**config.mk**
```make
export PLATFORM = sky130hd
export DESIGN_NAME = ati_injector
export DESIGN_NICKNAME = d
export VERILOG_FILES = /design/src/rtl/ati_pkg.sv /design/src/rtl/ati_cfg_if.sv /design/src/rtl/ati_regs.sv /design/src/rtl/ati_injector.sv
export SDC_FILE = /design/constraint.sdc
export NUM_CORES = 1
export LEC_CHECK = 0
export ABC_AREA = 1
export ABC_CLOCK_PERIOD_IN_PS = 1120
export BUFFER_PORTS_ARGS = -buffer_cell sky130_fd_sc_hd__buf_2
export CORE_MARGIN = 2
export CORE_UTILIZATION = 46
export DETAILED_ROUTE_END_ITERATION = 10
export PLACE_DENSITY = 0.84
export SLEW_MARGIN = 20
export SYNTH_ARGS = -nofsm -noshare
export SYNTH_HDL_FRONTEND = slang
export SYNTH_SLANG_ARGS = --single-unit
```
**constraint.sdc**
```tcl
create_clock -name mclk_i -period 1.12 [get_ports mclk_i]
set_clock_uncertainty 0.05 [all_clocks]
set_input_delay 0.112 -clock mclk_i [delete_from_list [all_inputs] [get_ports mclk_i]]
set_output_delay 0.112 -clock mclk_i [all_outputs]
set_load 0.01 [all_outputs]
```
**src/rtl/ati_pkg.sv**
```systemverilog
package ati_pkg;
   // Register indices as printed; byte address is four times the index
   localparam logic [7:0] IDX_ODD_FIRST   = 8'h67;
   localparam logic [7:0] IDX_ODD_SECOND  = 8'h68;
   localparam logic [7:0] IDX_EVEN_FIRST  = 8'h69;
   localparam logic [7:0] IDX_EVEN_SECOND = 8'h6A;
   // Field layout
   localparam int         ENABLE_BIT      = 15;
   localparam int         ARG_W           = 12;
   localparam int         REG_W           = 16;
   // Reset values
   localparam logic [11:0] ARG_RST        = 12'h000;
   localparam logic        ENABLE_RST     = 1'b0;
   // Scan type and oversample ratio codes
   localparam logic [2:0] SCAN_CALIBRATE  = 3'h3;
   localparam logic [2:0] OVS_SINGLE      = 3'h0;
   // Unity gain and zero offset for the correction path
   localparam logic [15:0] GAIN_UNITY     = 16'h8000;
   localparam logic [15:0] OFFSET_ZERO    = 16'h0000;
   // Answer value for unmapped reads
   localparam logic [31:0] UNMAPPED_DATA  = 32'h0000_0000;
   // Bus timing: answer one cycle after the request is seen
   localparam int         BUS_WAIT_CYC    = 1;
endpackage

```
**src/rtl/ati_cfg_if.sv**
```systemverilog
`timescale 1ns/10ps
// Argument set handed from the register file to the selection logic
interface ati_cfg_if;
   logic        enable;                 // Test mode bit
   logic [11:0] arg_odd_first;          // Odd sample, first conversion
   logic [11:0] arg_odd_second;         // Odd sample, second conversion
   logic [11:0] arg_even_first;         // Even sample, first conversion
   logic [11:0] arg_even_second;        // Even sample, second conversion
   modport regs (output enable, output arg_odd_first, output arg_odd_second,
                 output arg_even_first, output arg_even_second);
   modport sel  (input enable, input arg_odd_first, input arg_odd_second,
                 input arg_even_first, input arg_even_second);
endinterface

```
**src/rtl/ati_regs.sv**
```systemverilog
// Local design decision: register access over Avalon-MM.
`timescale 1ns/10ps
module ati_regs (
   // Clock and reset
   input  wire logic        mclk_i,
   input  wire logic        rst_i,
   // Avalon-MM slave
   input  wire logic [9:0]  avs_address_i,
   input  wire logic        avs_read_i,
   input  wire logic        avs_write_i,
   input  wire logic [3:0]  avs_byteenable_i,
   input  wire logic [31:0] avs_writedata_i,
   output logic [31:0]      avs_readdata_o,
   output logic             avs_waitrequest_o,
   // Register contents
   ati_cfg_if.regs          cfg
);
   typedef struct packed {
      logic        en;
      logic [11:0] a1a;
      logic [11:0] a1b;
      logic [11:0] a2a;
      logic [11:0] a2b;
      logic        busy;
      logic [31:0] rdata;
   } ati_rstate_t;

   ati_rstate_t s_q;                    // Registered state
   ati_rstate_t s_d;                    // Next state

   // Word index from byte address
   function automatic logic [7:0] word_idx(input logic [9:0] a);
      return a[9:2];
   endfunction

   // Merge byte lanes of a 16-bit register image
   function automatic logic [15:0] merge(input logic [15:0] old,
                                         input logic [31:0] wd,
                                         input logic [3:0]  be);
      logic [15:0] r;
      r = old;
      if (be[0]) r[7:0]  = wd[7:0];
      if (be[1]) r[15:8] = wd[15:8];
      return r;
   endfunction

   // Bus decode, write and read mux
   always_comb begin
      logic        go;
      logic        wr;
      logic [15:0] img;
      s_d  = s_q;
      go   = (avs_read_i | avs_write_i) & ~s_q.busy;
      // A write lands only at the edge that sees waitrequest low
      wr   = avs_write_i & s_q.busy;
      img  = 16'h0000;
      // First cycle stalls, second cycle completes
      s_d.busy = go;
      // Read data latched on the stall cycle so it stands at the answer
      if (go) begin
         s_d.rdata = ati_pkg::UNMAPPED_DATA;
      end
      if (go | wr) begin
         unique case (word_idx(avs_address_i))
            ati_pkg::IDX_ODD_FIRST: begin
               img = merge({s_q.en, 3'h0, s_q.a1a}, avs_writedata_i,
                           avs_byteenable_i);
               if (wr) begin
                  s_d.en  = img[ati_pkg::ENABLE_BIT];         // RULE1
                  s_d.a1a = img[11:0];                        // RULE13
               end
               if (go) begin
                  s_d.rdata = {16'h0000, s_q.en, 3'h0, s_q.a1a};  // RULE13
               end
            end
            ati_pkg::IDX_ODD_SECOND: begin
               img = merge({4'h0, s_q.a1b}, avs_writedata_i,
                           avs_byteenable_i);
               if (wr) s_d.a1b = img[11:0];                   // RULE13
               if (go) s_d.rdata = {20'h00000, s_q.a1b};
            end
            ati_pkg::IDX_EVEN_FIRST: begin
               img = merge({4'h0, s_q.a2a}, avs_writedata_i,
                           avs_byteenable_i);
               if (wr) s_d.a2a = img[11:0];                   // RULE13
               if (go) s_d.rdata = {20'h00000, s_q.a2a};
            end
            ati_pkg::IDX_EVEN_SECOND: begin
               img = merge({4'h0, s_q.a2b}, avs_writedata_i,
                           avs_byteenable_i);
               if (wr) s_d.a2b = img[11:0];                   // RULE13
               if (go) s_d.rdata = {20'h00000, s_q.a2b};
            end
            default: ;                  // Unmapped: reads zero, writes drop
         endcase
      end
   end

   // Register the state
   always_ff @(posedge mclk_i) begin
      if (rst_i) begin
         s_q       <= '0;
         s_q.en    <= ati_pkg::ENABLE_RST;                     // RULE1
         s_q.a1a   <= ati_pkg::ARG_RST;
         s_q.a1b   <= ati_pkg::ARG_RST;
         s_q.a2a   <= ati_pkg::ARG_RST;
         s_q.a2b   <= ati_pkg::ARG_RST;
      end else begin
         s_q <= s_d;
      end
   end

   // Waitrequest is high unless answering this cycle
   assign avs_waitrequest_o   = ~s_q.busy;
   assign avs_readdata_o      = s_q.rdata;
   assign cfg.enable          = s_q.en;
   assign cfg.arg_odd_first   = s_q.a1a;
   assign cfg.arg_odd_second  = s_q.a1b;
   assign cfg.arg_even_first  = s_q.a2a;
   assign cfg.arg_even_second = s_q.a2b;
endmodule

```
**src/rtl/ati_injector.sv**
```systemverilog
`timescale 1ns/10ps
// Operation
// (RULE1) Bit 15 enables test mode, reset clear
// (RULE2) Test mode replaces converter data with arguments
// (RULE3) Ordinary scans still run in test mode
// (RULE4) Test mode forces unity gain, zero offset
// (RULE5) Calibration scans always use real data
// (RULE6) Balancing scans always use real data
// (RULE7) Odd sample first conversion takes odd-first
// (RULE8) Odd sample second conversion takes odd-second
// (RULE9) Even sample first conversion takes even-first
// (RULE10) Even sample second conversion takes even-second
// (RULE11) Calibration scan only updates correction coefficients
// (RULE12) Oversample code zero means single acquisition
// (RULE13) Arguments read back; unused bits read zero
module ati_injector (
   // Clock and reset
   input  wire logic        mclk_i,
   input  wire logic        rst_i,
   // Avalon-MM slave
   input  wire logic [9:0]  avs_address_i,
   input  wire logic        avs_read_i,
   input  wire logic        avs_write_i,
   input  wire logic [3:0]  avs_byteenable_i,
   input  wire logic [31:0] avs_writedata_i,
   output logic [31:0]      avs_readdata_o,
   output logic             avs_waitrequest_o,
   // Scan context from the sequencer
   input  wire logic [2:0]  scan_type_select_i,
   input  wire logic [2:0]  oversample_ratio_i,
   input  wire logic        balance_scan_i,
   input  wire logic        sample_odd_i,
   input  wire logic        conv_second_i,
   // Converter data in
   input  wire logic        conv_valid_i,
   input  wire logic [11:0] conv_data_i,
   // Arithmetic unit feed
   output logic             alu_valid_o,
   output logic [11:0]      alu_data_o,
   output logic             alu_injected_o,
   output logic [15:0]      cal_gain_o,
   output logic [15:0]      cal_offset_o,
   output logic             cal_bypass_o,
   output logic             coef_update_only_o,
   // Mode status
   output logic             alu_selftest_enable_o
);
   typedef struct packed {
      logic        valid;
      logic [11:0] data;
      logic        inj;
      logic        bypass;
      logic        cal_only;
      logic        en;
      logic [15:0] gain;
      logic [15:0] offset;
   } ati_state_t;

   ati_state_t s_q;                     // Registered feed
   ati_state_t s_d;                     // Next feed

   ati_cfg_if cfg ();                   // Argument set

   // Register file on the bus
   ati_regs u_regs (
      .mclk_i            (mclk_i),
      .rst_i             (rst_i),
      .avs_address_i     (avs_address_i),
      .avs_read_i        (avs_read_i),
      .avs_write_i       (avs_write_i),
      .avs_byteenable_i  (avs_byteenable_i),
      .avs_writedata_i   (avs_writedata_i),
      .avs_readdata_o    (avs_readdata_o),
      .avs_waitrequest_o (avs_waitrequest_o),
      .cfg               (cfg)
   );

   // Pick the argument for this sample parity and conversion
   function automatic logic [11:0] pick_arg(input logic odd,
                                            input logic second,
                                            input logic [11:0] a1a,
                                            input logic [11:0] a1b,
                                            input logic [11:0] a2a,
                                            input logic [11:0] a2b);
      logic [11:0] r;
      if (odd) r = second ? a1b : a1a;  // RULE7 RULE8
      else     r = second ? a2b : a2a;  // RULE9 RULE10
      return r;
   endfunction

   // Injection decision and data select
   always_comb begin
      logic is_cal;
      logic inj;
      logic odd_eff;
      s_d    = s_q;
      is_cal = (scan_type_select_i == ati_pkg::SCAN_CALIBRATE) &
               ~balance_scan_i;
      // Calibration and balancing scans ignore the enable
      inj = cfg.enable & ~is_cal & ~balance_scan_i;  // RULE5 RULE6
      // Single acquisition has only odd samples
      odd_eff = sample_odd_i |
                (oversample_ratio_i == ati_pkg::OVS_SINGLE);  // RULE12
      s_d.en       = cfg.enable;
      s_d.valid    = conv_valid_i;       // RULE3
      s_d.inj      = inj & conv_valid_i;
      s_d.bypass   = inj;                // RULE4
      // Registered so the coefficient outputs come straight from flops
      s_d.gain     = inj ? ati_pkg::GAIN_UNITY : 16'h0000;  // RULE4
      s_d.offset   = ati_pkg::OFFSET_ZERO;                  // RULE4
      s_d.cal_only = is_cal;             // RULE11
      if (conv_valid_i) begin
         s_d.data = inj ? pick_arg(odd_eff, conv_second_i,
                                   cfg.arg_odd_first, cfg.arg_odd_second,
                                   cfg.arg_even_first, cfg.arg_even_second)
                        : conv_data_i;   // RULE2
      end
   end

   // Register the feed
   always_ff @(posedge mclk_i) begin
      if (rst_i) s_q <= '0;
      else       s_q <= s_d;
   end

   // Outputs straight from flops
   assign alu_valid_o           = s_q.valid;
   assign alu_data_o            = s_q.data;
   assign alu_injected_o        = s_q.inj;
   assign cal_bypass_o          = s_q.bypass;
   assign coef_update_only_o    = s_q.cal_only;
   assign alu_selftest_enable_o = s_q.en;
   // Fixed coefficients while bypassed; zero gain otherwise so the
   // engine keeps its own stored values
   assign cal_gain_o   = s_q.gain;                           // RULE4
   assign cal_offset_o = s_q.offset;                         // RULE4
endmodule

```
==> results of run 1 <==
==> registers in the layout (all words and copies together), names as in the netlist <==
| name | count |
|---|---|
| u_regs.s_q | 1 |
| u_regs.cfg.arg_even_first | 12 |
| u_regs.cfg.arg_odd_second | 12 |
| alu_selftest_enable_o | 1 |
| coef_update_only_o | 1 |
| alu_injected_o | 1 |
| cal_gain_o | 1 |
| u_regs.cfg.arg_even_second | 12 |
| alu_valid_o | 1 |
| u_regs.cfg.enable | 1 |
| alu_data_o | 12 |
| u_regs.cfg.arg_odd_first | 12 |
| u_regs.avs_readdata_o | 32 |
==> per-layer routing <==
metal	up-vias	wire, µm	GRT usage, %
met4	0	580	8.81
li1	2412	-	-
met2	311	7050	36.2
met3	65	1340	4.74
met1	2321	6140	31.6
met5	-	0	0
==> layout by cell type (no fill, tap or decap), types with 2 or more instances in the layout <==
cell type,count
nor2_2,15
nand2_4,9
a21oi_2,19
inv_4,2
nor2_4,5
clkbuf_16,4
inv_1,48
buf_2,99
buf_4,39
buf_8,2
dfxtp_2,4
inv_2,6
conb_1,31
dfxtp_1,95
buf_6,4
a21oi_1,35
clkbuf_8,11
o21ai_0,31
nand3_4,2
o21ai_2,19
nor2_1,102
buf_12,9
dlygate4sd3_1,26
nand3_2,2
o21ai_1,35
nand3_1,62
nand2_1,85
nand2_8,2
nand2_2,15
a21oi_4,7
bufinv_16,2
==> worst register-to-register path, delay by kind of cell, from the launching register on <==
family	cells	cell delay (ns)
AND/OR/NAND/NOR	3	0.38
flip-flops	1	0.36
AO/OA/AOI/OAI	2	0.26
buffers and inverters	1	0.17
==> kinds of logic after synthesis <==
logic type             after synthesis  share of synthesized area [%]
buffers and inverters              157                           18.0
other                                1                         0.0766
AO/OA/AOI/OAI                      146                           14.9
flip-flops                          99                           40.5
AND/OR/NAND/NOR                    301                           26.5
==> power breakdown <==
group,switching [mW],internal [mW]
clock network,1.30,1.39
registers,0.0340,3.58
logic,0.606,0.443
==> what timing repair did <==
| action | CTS | global route |
|---|---|---|
| hold buffers | 26 | 0 |
| gates resized for setup | 25 | 143 |
| endpoints found under the hold margin | 38 | 0 |
| gates cloned | 1 | 6 |
| setup endpoints to repair | 85 | 95 |
| pin swaps | 8 | 33 |
| buffers inserted | 2 | 1 |
==> worst min path at each step <==
| stage | startpoint | to | slack (ns) |
|---|---|---|---|
| floorplan | avs_writedata_i[10] | u_regs.cfg.arg_odd_first[10] | 0.20 |
| global placement | avs_writedata_i[15] | u_regs.cfg.enable | 0.31 |
| detailed placement | avs_writedata_i[15] | u_regs.cfg.enable | 0.30 |
| CTS | rst_i | u_regs.avs_readdata_o[15] | 0.009 |
| global route | rst_i | u_regs.s_q[32] | 0.02 |
| finish | rst_i | u_regs.s_q[32] | 0.02 |
==> metrics by stage <==
step / area (µm²) / setup WS, ns / power, mW / hold WS, ns
floorplan: 5020 / -0.0183 / 4.24 / 0.197
global placement: 5500 / -0.141 / 4.45 / 0.307
detailed placement: 5500 / -0.202 / 4.46 / 0.297
CTS: 6060 / -0.106 / 7.18 / 0.00901
global route: 6560 / -0.294 / 7.62 / 0.0182
finish: 6560 / -0.230 / 7.36 / 0.0166
==> layout make-up <==
| class | count | area (µm²) |
|---|---|---|
| fillers | 808 | 3760 |
| multi-input cells | 479 | 2550 |
| flip-flops and latches | 99 | 1990 |
| repair buffers | 183 | 1400 |
| inverters | 56 | 215 |
| well taps | 136 | 170 |
| clock buffers | 11 | 151 |
| clock inverters | 5 | 82.6 |
==> metrics.md, run 1 <==
| Metric | Value |
|---|---|
| Worst hold path depth | `3` |
| Core footprint | `0.0103 mm²` |
| Crit path launch | `u_regs.s_q[32]` |
| DRT Wirelength | `15100 µm` |
| R2R Setup Slk | `-0.23 ns` |
| CTS sink cnt | `99` |
| Setup crit end | `u_regs.cfg.arg_even_second[3]` |
| CP startpoint kind | `flip-flop` |
| Cts bufs inserted | `9` |
| Minimum clock period | `1.35 ns` |
| Overall routing resource usage | `23.2%` |
| Data required time of the critical path | `1.31 ns` |
| Chip width | `107 µm` |
| Cell area after synthesis | `0.00490 mm²` |
| Yosys cell types | `23` |
| # rows | `37` |
| Max-slew violations | `0` |
| Antenna violations before repair | `0` |
| Max-Cap Viols | `0` |
| Count leader, synth | `nor2_1` |
| Synth area leader | `dfxtp_1` |
| TritonCTS clock tree | `built` |
| Worst path depth | `6` |
| CP Class | `flip-flop to flip-flop` |
| Post-route DRC | `0` |
| Main synth FF type | `dfxtp_1` |
| R2R depth | `6` |
| CTS Buffer Depth | `2` |
| Max Fanout on Critical Path | `16` |
| Final Util | `63.6%` |
| Fin nets | `900` |
| First-pass GRT wire length | `21400 µm` |
| Critical Path Sink Type | `flip-flop` |
| Final setup vio count | `82` |
| Max Fclk | `741 MHz` |
| Die area | `0.0115 mm²` |
| Num ports | `154` |
| Synth-to-Final Area Change | `34.0%` |
| Clock transition at the registers of the reported paths | `0.11 ns` |
| CP bufs+invs | `1` |
| Gr ovfl total | `0` |
| Syn Area/Cell | `6.96 µm²` |
| Placed Cells | `918` |
| Avg Vias per Cell | `5.27` |
| Synth async-reset ratio | `0%` |
| DR iter-0 viols | `643` |
| Via count | `5109` |
| Number of port buffers | `99` |
| R2r endpoint | `u_regs.cfg.arg_even_second[3]` |
| Status | `complete, but fails checks` |
| Seq/Total Area, Yosys | `40.5%` |
| Layout cell share with drive strength beyond 1 | `33.7%` |
| Post-Layout Cell Count | `969` |
| Htree depth | `3` |
| Max stage delay on crit path | `0.36 ns` |
| Post-Syn Instances | `704` |
| Fin worst setup slack | `-0.230 ns` |
| Antenna cells | `0` |
| Starting Density | `47.4%` |
| #FFs+latches synth | `99` |
| CTS root buf | `clkbuf_8` |
| Die H | `107 µm` |
| Hold/Removal Path Class | `input port to flip-flop` |
| Synth top area share | `40.5%` |
| Fin. Hold Viols | `0` |
| Post-DP HPWL | `8870 µm` |
| Slowest CP cell | `dfxtp_2` |
| Failing checks | `negative setup slack` |
| Worst vdd ir | `616 µV` |
| Drt first pass iters | `5` |
| EDFF count, synth | `0` |
| Vias in the first global route | `4470` |
| Clk_lat worst skew | `0.38 ns` |
| RSZ-0062 raised after global routing | `yes` |
| Dominant cells by area after synthesis | `dfxtp_1 (40%), buf_4 (10%), nor2_1 (8.7%)` |
| Number of synthesis warnings | `0` |
| P_leak | `3.03 nW` |
| Commonest cells in the netlist | `nor2_1 (114), nand2_1 (105), dfxtp_1 (99)` |
| Final period utilization | `121%` |
| Largest net degree at the start of global routing | `52` |
| WL/cell | `15.6 µm` |
| Relative slew slack | `39.6%` |
| CP top delay family | `simple AND/OR/NAND/NOR gates` |
| RR Startpoint | `u_regs.s_q[32]` |
| Placer Congestion | `0.902` |
| Post-route ant nets | `0` |
| Crit path DAT | `1.54 ns` |
| Total negative slack for setup checks | `-8.61 ns` |
| Measured slew at the worst slew-check pin | `0.905 ns` |
| PwrDens | `1120 mW/mm²` |
| Worst path cell trace | `nand2_2 > nor2_4 > nand3_2 > buf_12 > o21ai_2 > a21oi_1` |
Power figures use the tool's default switching activity.
==> run 2: changes to the inputs <==
- HOLD_SLACK_MARGIN: not set -> 0.05
==> run 2 against run 1 <==
The flow still finishes with violations (negative setup slack). Hold slack better by 0.14 ns. Register-to-register slack worse by 0.02 ns. Sequential share of layout area down 0.42 points. Critical path type unchanged.
==> metrics.md, run 2 (synthesized netlist as in run 1, its figures left out) <==
| Metric | Value |
|---|---|
| Avg Vias per Cell | `5.34 (+1.3%)` |
| Final Util | `64.5% (+0.90 points)` |
| Power Internal | `5.44 mW (+0.34%)` |
| Clock transition at the registers of the reported paths | `0.11 ns (about the same)` |
| Max-Cap Viols | `0 (unchanged)` |
| Total negative slack for setup checks | `-8.41 ns (+0.199 ns)` |
| Layout cell share with drive strength beyond 1 | `35.0% (+1.3 points)` |
| Most used cell, CP | `nor2_4` |
| Max FFs per register | `32 (unchanged)` |
| Drt first pass iters | `5 (unchanged)` |
| Num ports | `154 (unchanged)` |
| Switch share | `26.7% (+0.27 points)` |
| Worst vdd ir | `609 µV (-1.2%)` |
| Sequential share of power | `48.8% (-0.4 points)` |
| Worst hold path depth | `4 (+1)` |
| RR Startpoint | `u_regs.s_q[32]` |
| Crit path DAT | `1.63 ns (+0.09 ns)` |
| Sw Pwr | `1.98 mW (+1.7%)` |
| R2R depth | `7 (+1)` |
| Final period utilization | `122% (+1.6 points)` |
| CTS root buf | `clkbuf_8` |
| Max Fclk | `731 MHz (-1.3%)` |
| CTS sink cnt | `99 (unchanged)` |
| Chip width | `107 µm (unchanged)` |
| Final setup vio count | `83 (+1.2%)` |
| Htree depth | `3 (unchanged)` |
| Slowest CP cell | `dfxtp_2` |
| Fin nets | `903 (+0.33%)` |
| Largest net degree at the start of global routing | `52 (unchanged)` |
| RSZ-0062 raised after global routing | `yes` |
| Hold/Removal Path Class | `input port to flip-flop` |
| Hold path startpoint | `conv_valid_i` |
| Via count | `5194 (+1.7%)` |
| Gr ovfl total | `0 (unchanged)` |
| Measured slew at the worst slew-check pin | `0.899 ns (-0.00541 ns)` |
| Placer Congestion | `0.902 (unchanged)` |
| P_leak | `3.07 nW (+1.1%)` |
| Cts bufs inserted | `9 (unchanged)` |
| Worst path cell trace | `nand2_2 > nor2_4 > inv_2 > nor2_4 > buf_6 > o21ai_2 > nor2_1` |
| Relative slew slack | `40.0% (+0.36 points)` |
| Max stage delay on crit path | `0.36 ns (about the same)` |
| Max-slew violations | `0 (unchanged)` |
| CP Class | `flip-flop to flip-flop` |
| Clk_lat worst skew | `0.39 ns (about the same)` |
| Status | `complete, but fails checks` |
| Die area | `0.0115 mm² (unchanged)` |
| Failing checks | `negative setup slack` |
| Logic pwr share | `14.7% (+0.4 points)` |
| Placed Cells | `918 (unchanged)` |
| Die H | `107 µm (unchanged)` |
| Post-route ant nets | `0 (unchanged)` |
| Clock share of power | `36.5% (about the same)` |
| Fin worst setup slack | `-0.247 ns (-0.0175 ns)` |
| PwrDens | `1110 mW/mm² (-0.69%)` |
| Minimum clock period | `1.37 ns (+0.0175 ns)` |
| CP bufs+invs | `2 (+1)` |
| WL/cell | `16.1 µm (+3.2%)` |
| R2r endpoint | `u_regs.cfg.arg_odd_first[5]` |
| Number of port buffers | `99 (unchanged)` |
| Critical Path Sink Type | `flip-flop` |
| Vias in the first global route | `4476 (+0.13%)` |
| CTS Buffer Depth | `2 (unchanged)` |
| Post-route DRC | `0 (unchanged)` |
| # rows | `37 (unchanged)` |
| TritonCTS clock tree | `built` |
| Data required time of the critical path | `1.38 ns (+0.07 ns)` |
| DR iter-0 viols | `534 (-17%)` |
| Commonest non-fill, non-tap cell in the layout | `nor2_1` |
| Synth-to-Final Area Change | `35.9%` |
| Max Fanout on Critical Path | `5 (-11)` |
| Antenna cells | `0 (unchanged)` |
| CP startpoint kind | `flip-flop` |
| Crit path launch | `u_regs.s_q[32]` |
| Hold endpoint | `alu_data_o[9]` |
| Post-Layout Cell Count | `972 (+0.31%)` |
| Starting Density | `47.4% (unchanged)` |
| Power Total | `7.41 mW (+0.71%)` |
| R2R Setup Slk | `-0.25 ns (-0.02 ns)` |
| Fin. Hold Viols | `0 (unchanged)` |
| Antenna violations before repair | `0 (unchanged)` |
| CP top delay family | `simple AND/OR/NAND/NOR gates` |
| Most frequent cells in the layout | `nor2_1 (102), buf_2 (99), dfxtp_1 (95), nand2_1 (84), nand3_1 (62)` |
| Post-DP HPWL | `8870 µm (unchanged)` |
| DRT Wirelength | `15600 µm (+3.5%)` |
| Overall routing resource usage | `23.2% (about the same)` |
| Core footprint | `0.0103 mm² (unchanged)` |
| First-pass GRT wire length | `21400 µm (about the same)` |
[run 2: changes by cell type in the layout (fill, tap and decap cells not counted), sizes merged]
| cell | previous run | this run |
|---|---|---|
| buf | 153 | 154 |
| clkbuf | 15 | 16 |
| dlygate4sd3 | 26 | 27 |
[run 2: power by group through the flow]
stage / clock [mW] / sequential, mW / combinational [mW]
6_report: 2.70 / 3.62 / 1.09
5_1_grt: 2.86 / 3.63 / 1.17
4_1_cts: 2.69 / 3.62 / 0.883
3_5_place_dp: 0 / 3.70 / 0.766
3_3_place_gp: 0 / 3.70 / 0.759
2_1_floorplan: 0 / 3.71 / 0.532
[run 2: worst max path at each step]
stage / cells after the start / to
2_1_floorplan: 6 / u_regs.cfg.arg_even_second[5]
3_3_place_gp: 9 / u_regs.avs_readdata_o[10]
3_5_place_dp: 10 / u_regs.cfg.arg_odd_second[0]
4_1_cts: 7 / u_regs.cfg.arg_odd_first[4]
5_1_grt: 7 / u_regs.cfg.arg_odd_first[4]
6_report: 7 / u_regs.cfg.arg_odd_first[5]
[run 2: stage by stage]
step,hold WS [ns],area [µm²],worst slack (ns)
detailed placement,0.297,5500,-0.202
global route,0.199,6660,-0.305
global placement,0.307,5500,-0.141
CTS,0.0890,6070,-0.106
finish,0.152,6660,-0.247
floorplan,0.197,5020,-0.0183
[run 2: final cells by class]
type	instances	area [µm²]
Tap cell	136	170
Clock inverter	5	82.6
Fill cell	777	3670
Multi-Input combinational cell	479	2600
Timing Repair Buffer	186	1450
Inverter	56	218
Clock buffer	11	151
Sequential cell	99	1990
[run 2: timing repair]
action,CTS,global route
gates cloned,1,8
buffers inserted,2,1
hold buffers,27,0
endpoints found under the setup margin,85,95
pin swaps,8,33
resized for setup,25,157
endpoints found under the hold margin,67,0
[run 2: per-layer routing]
| metal | vias to the layer above | GRT usage [%] | routed length (µm) |
|---|---|---|---|
| met5 | - | 0 | 0 |
| met4 | 0 | 8.81 | 661 |
| met3 | 76 | 4.74 | 1590 |
| met2 | 366 | 36.3 | 7110 |
| met1 | 2332 | 31.6 | 6270 |
| li1 | 2420 | - | - |
[run 2: worst reg2reg max path, stage by stage (launching register included)]
cell and delay, ns:
dfxtp_2 0.36, nand2_2 0.07, nor2_4 0.19, inv_2 0.06, nor2_4 0.21, buf_6 0.17, o21ai_2 0.06, nor2_1 0.13
==> run 3: changes to the inputs <==
- MAX_ROUTING_LAYER: not set -> met4
==> run 3 against run 2 <==
The run still ends with negative setup slack left. Die area did not move. Critical path depth did not move. Utilization barely moved. Sequential share of layout area barely moved. Hold slack improved by 0.0029 ns. Via count fell by 0.12%. Clock-buffer cell count did not move. Register-to-register slack improved by 0.03 ns. Final cell count rose by 0.10%.
==> metrics.md, run 3 (synthesized netlist as in run 1, its figures left out) <==
| Metric | Value |
|---|---|
| Commonest non-fill, non-tap cell in the layout | `nor2_1` |
| Worst vdd ir | `611 µV (+0.24%)` |
| Drt first pass iters | `5 (unchanged)` |
| DR iter-0 viols | `573 (+7.3%)` |
| Post-Layout Cell Count | `973 (+0.10%)` |
| Fill cells | `777 (unchanged)` |
| Layout cell share with drive strength beyond 1 | `34.9% (-0.12 points)` |
| Antenna violations before repair | `1 (+1)` |
| PwrDens | `1110 mW/mm² (about the same)` |
| Measured slew at the worst slew-check pin | `0.913 ns (+0.0138 ns)` |
| RSZ-0062 raised after global routing | `yes` |
| Die area | `0.0115 mm² (unchanged)` |
| CTS sink cnt | `99 (unchanged)` |
| Final period utilization | `120% (-2.4 points)` |
| Max-slew violations | `0 (unchanged)` |
| Relative slew slack | `39.1% (-0.92 points)` |
| Synth-to-Final Area Change | `35.9% (about the same)` |
| Number of port buffers | `99 (unchanged)` |
| CTS root buf | `clkbuf_8` |
| Final instance area | `0.00666 mm² (about the same)` |
| First-pass GRT wire length | `21400 µm (about the same)` |
| DP Area | `0.00550 mm² (unchanged)` |
| Chip width | `107 µm (unchanged)` |
| Overall routing resource usage | `23.9% (+0.62 points)` |
| Power Internal | `5.44 mW (about the same)` |
| Cts bufs inserted | `9 (unchanged)` |
| Max FFs per register | `32 (unchanged)` |
| CP Class | `flip-flop to flip-flop` |
| Placed Cells | `918 (unchanged)` |
| Most frequent cells in the layout | `nor2_1 (102), buf_2 (99), dfxtp_1 (96), nand2_1 (84), nand3_1 (62)` |
| Avg Vias per Cell | `5.33 (-0.22%)` |
| Fin. Hold Viols | `0 (unchanged)` |
| Clk_lat worst skew | `0.39 ns (about the same)` |
| Core footprint | `0.0103 mm² (unchanged)` |
| Via count | `5188 (-0.12%)` |
| Data required time of the critical path | `1.39 ns (about the same)` |
| Clock transition at the registers of the reported paths | `0.11 ns (about the same)` |
| Sw Pwr | `1.98 mW (about the same)` |
| Htree depth | `3 (unchanged)` |
| Logic pwr share | `14.7% (about the same)` |
| Placer Congestion | `0.917 (+1.7%)` |
| Critical Path Sink Type | `flip-flop` |
| CTS Buffer Depth | `2 (unchanged)` |
| Num ports | `154 (unchanged)` |
| Starting Density | `47.4% (unchanged)` |
| CP startpoint kind | `flip-flop` |
| DRT Wirelength | `15600 µm (-0.35%)` |
| Fin nets | `903 (unchanged)` |
| Post-route ant nets | `0 (unchanged)` |
| Minimum clock period | `1.34 ns (-0.0271 ns)` |
| P_leak | `3.07 nW (about the same)` |
| Die H | `107 µm (unchanged)` |
| Hold/Removal Path Class | `input port to flip-flop` |
| Fin worst setup slack | `-0.220 ns (+0.0271 ns)` |
| Sequential share of power | `48.8% (about the same)` |
| Place WS | `-0.202 ns (unchanged)` |
| Largest net degree at the start of global routing | `52 (unchanged)` |
| Clock share of power | `36.5% (about the same)` |
| Switch share | `26.7% (about the same)` |
| Failing checks | `negative setup slack` |
| Final setup vio count | `83 (unchanged)` |
| Crit path DAT | `1.61 ns (-0.02 ns)` |
| Gr ovfl total | `0 (unchanged)` |
| Max Fanout on Critical Path | `5 (unchanged)` |
| Max Fclk | `746 MHz (+2.0%)` |
| WL/cell | `16.0 µm (-0.45%)` |
| Max-Cap Viols | `0 (unchanged)` |
| Vias in the first global route | `4476 (unchanged)` |
| Status | `complete, but fails checks` |
| TritonCTS clock tree | `built` |
| # rows | `37 (unchanged)` |
| Post-DP HPWL | `8870 µm (unchanged)` |
| Post-route DRC | `0 (unchanged)` |
==> run 3: timing repair <==
action / in CTS / in global routing
buffers inserted: 2 / 1
pin swaps: 8 / 33
gates resized for setup: 25 / 155
endpoints found under the setup margin: 85 / 95
hold buffers: 27 / 0
hold endpoints to repair: 67 / 0
gates cloned: 1 / 8
==> run 3: path summary, 6_finish.rpt <==
| path | start | end | slack (ns) | cells after the start |
|---|---|---|---|---|
| max | u_regs.s_q[32] | u_regs.cfg.arg_odd_first[5] | -0.22 | 7 |
| max reg2reg | u_regs.s_q[32] | u_regs.cfg.arg_odd_first[5] | -0.22 | 7 |
| min | conv_valid_i | alu_data_o[9] | 0.15 | 4 |
| min reg2reg | u_regs.avs_readdata_o[27] | u_regs.avs_readdata_o[27] | 0.39 | 2 |
==> run 3: per-stage QoR <==
stage | util (%) | TNS (ns) | power [mW] | hold slack [ns]
4_1_cts | 58.8 | -3.62 | 7.19 | 0.0890
3_5_place_dp | 53.2 | -7.54 | 4.46 | 0.297
2_1_floorplan | - | -0.168 | 4.24 | 0.197
6_report | 64.5 | -8.30 | 7.41 | 0.154
5_1_grt | 64.5 | -13.42 | 7.65 | 0.199
3_3_place_gp | 53.2 | -5.87 | 4.45 | 0.307
==> run 3: routing by layer <==
metal  up-vias  track usage, %  share of wire [%]
li1       2417               -                  -
met1      2341            31.7                 40
met2       346            36.3                 46
met3        84            4.38                9.7
met4         0            8.81                4.5
met5         -               -                  0
==> run 3: cell type report <==
cell class	count	area, µm²	share of cell area (%)
Antenna cell	1	2.50	0.0376
Clock buffer	11	151	2.27
Clock inverter	5	82.6	1.24
Inverter	56	218	3.27
Multi-Input combinational cell	479	2600	39.0
Sequential cell	99	1990	29.8
Tap cell	136	170	2.56
Timing Repair Buffer	186	1450	21.8
==> run 3: power groups by stage <==
stage	Sequential [mW]	Clock, mW	Combinational [mW]
finish	3.62	2.71	1.09
global route	3.63	2.86	1.17
CTS	3.62	2.69	0.883
detailed placement	3.70	0	0.766
global placement	3.70	0	0.759
floorplan	3.71	0	0.532
==> run 3: worst max-delay path, cell delays in order, from the launching register on <==
cell and delay [ns]:
dfxtp_2 0.36, nand2_2 0.07, nor2_4 0.19, inv_2 0.06, nor2_4 0.20, buf_6 0.17, o21ai_2 0.05, nor2_1 0.12
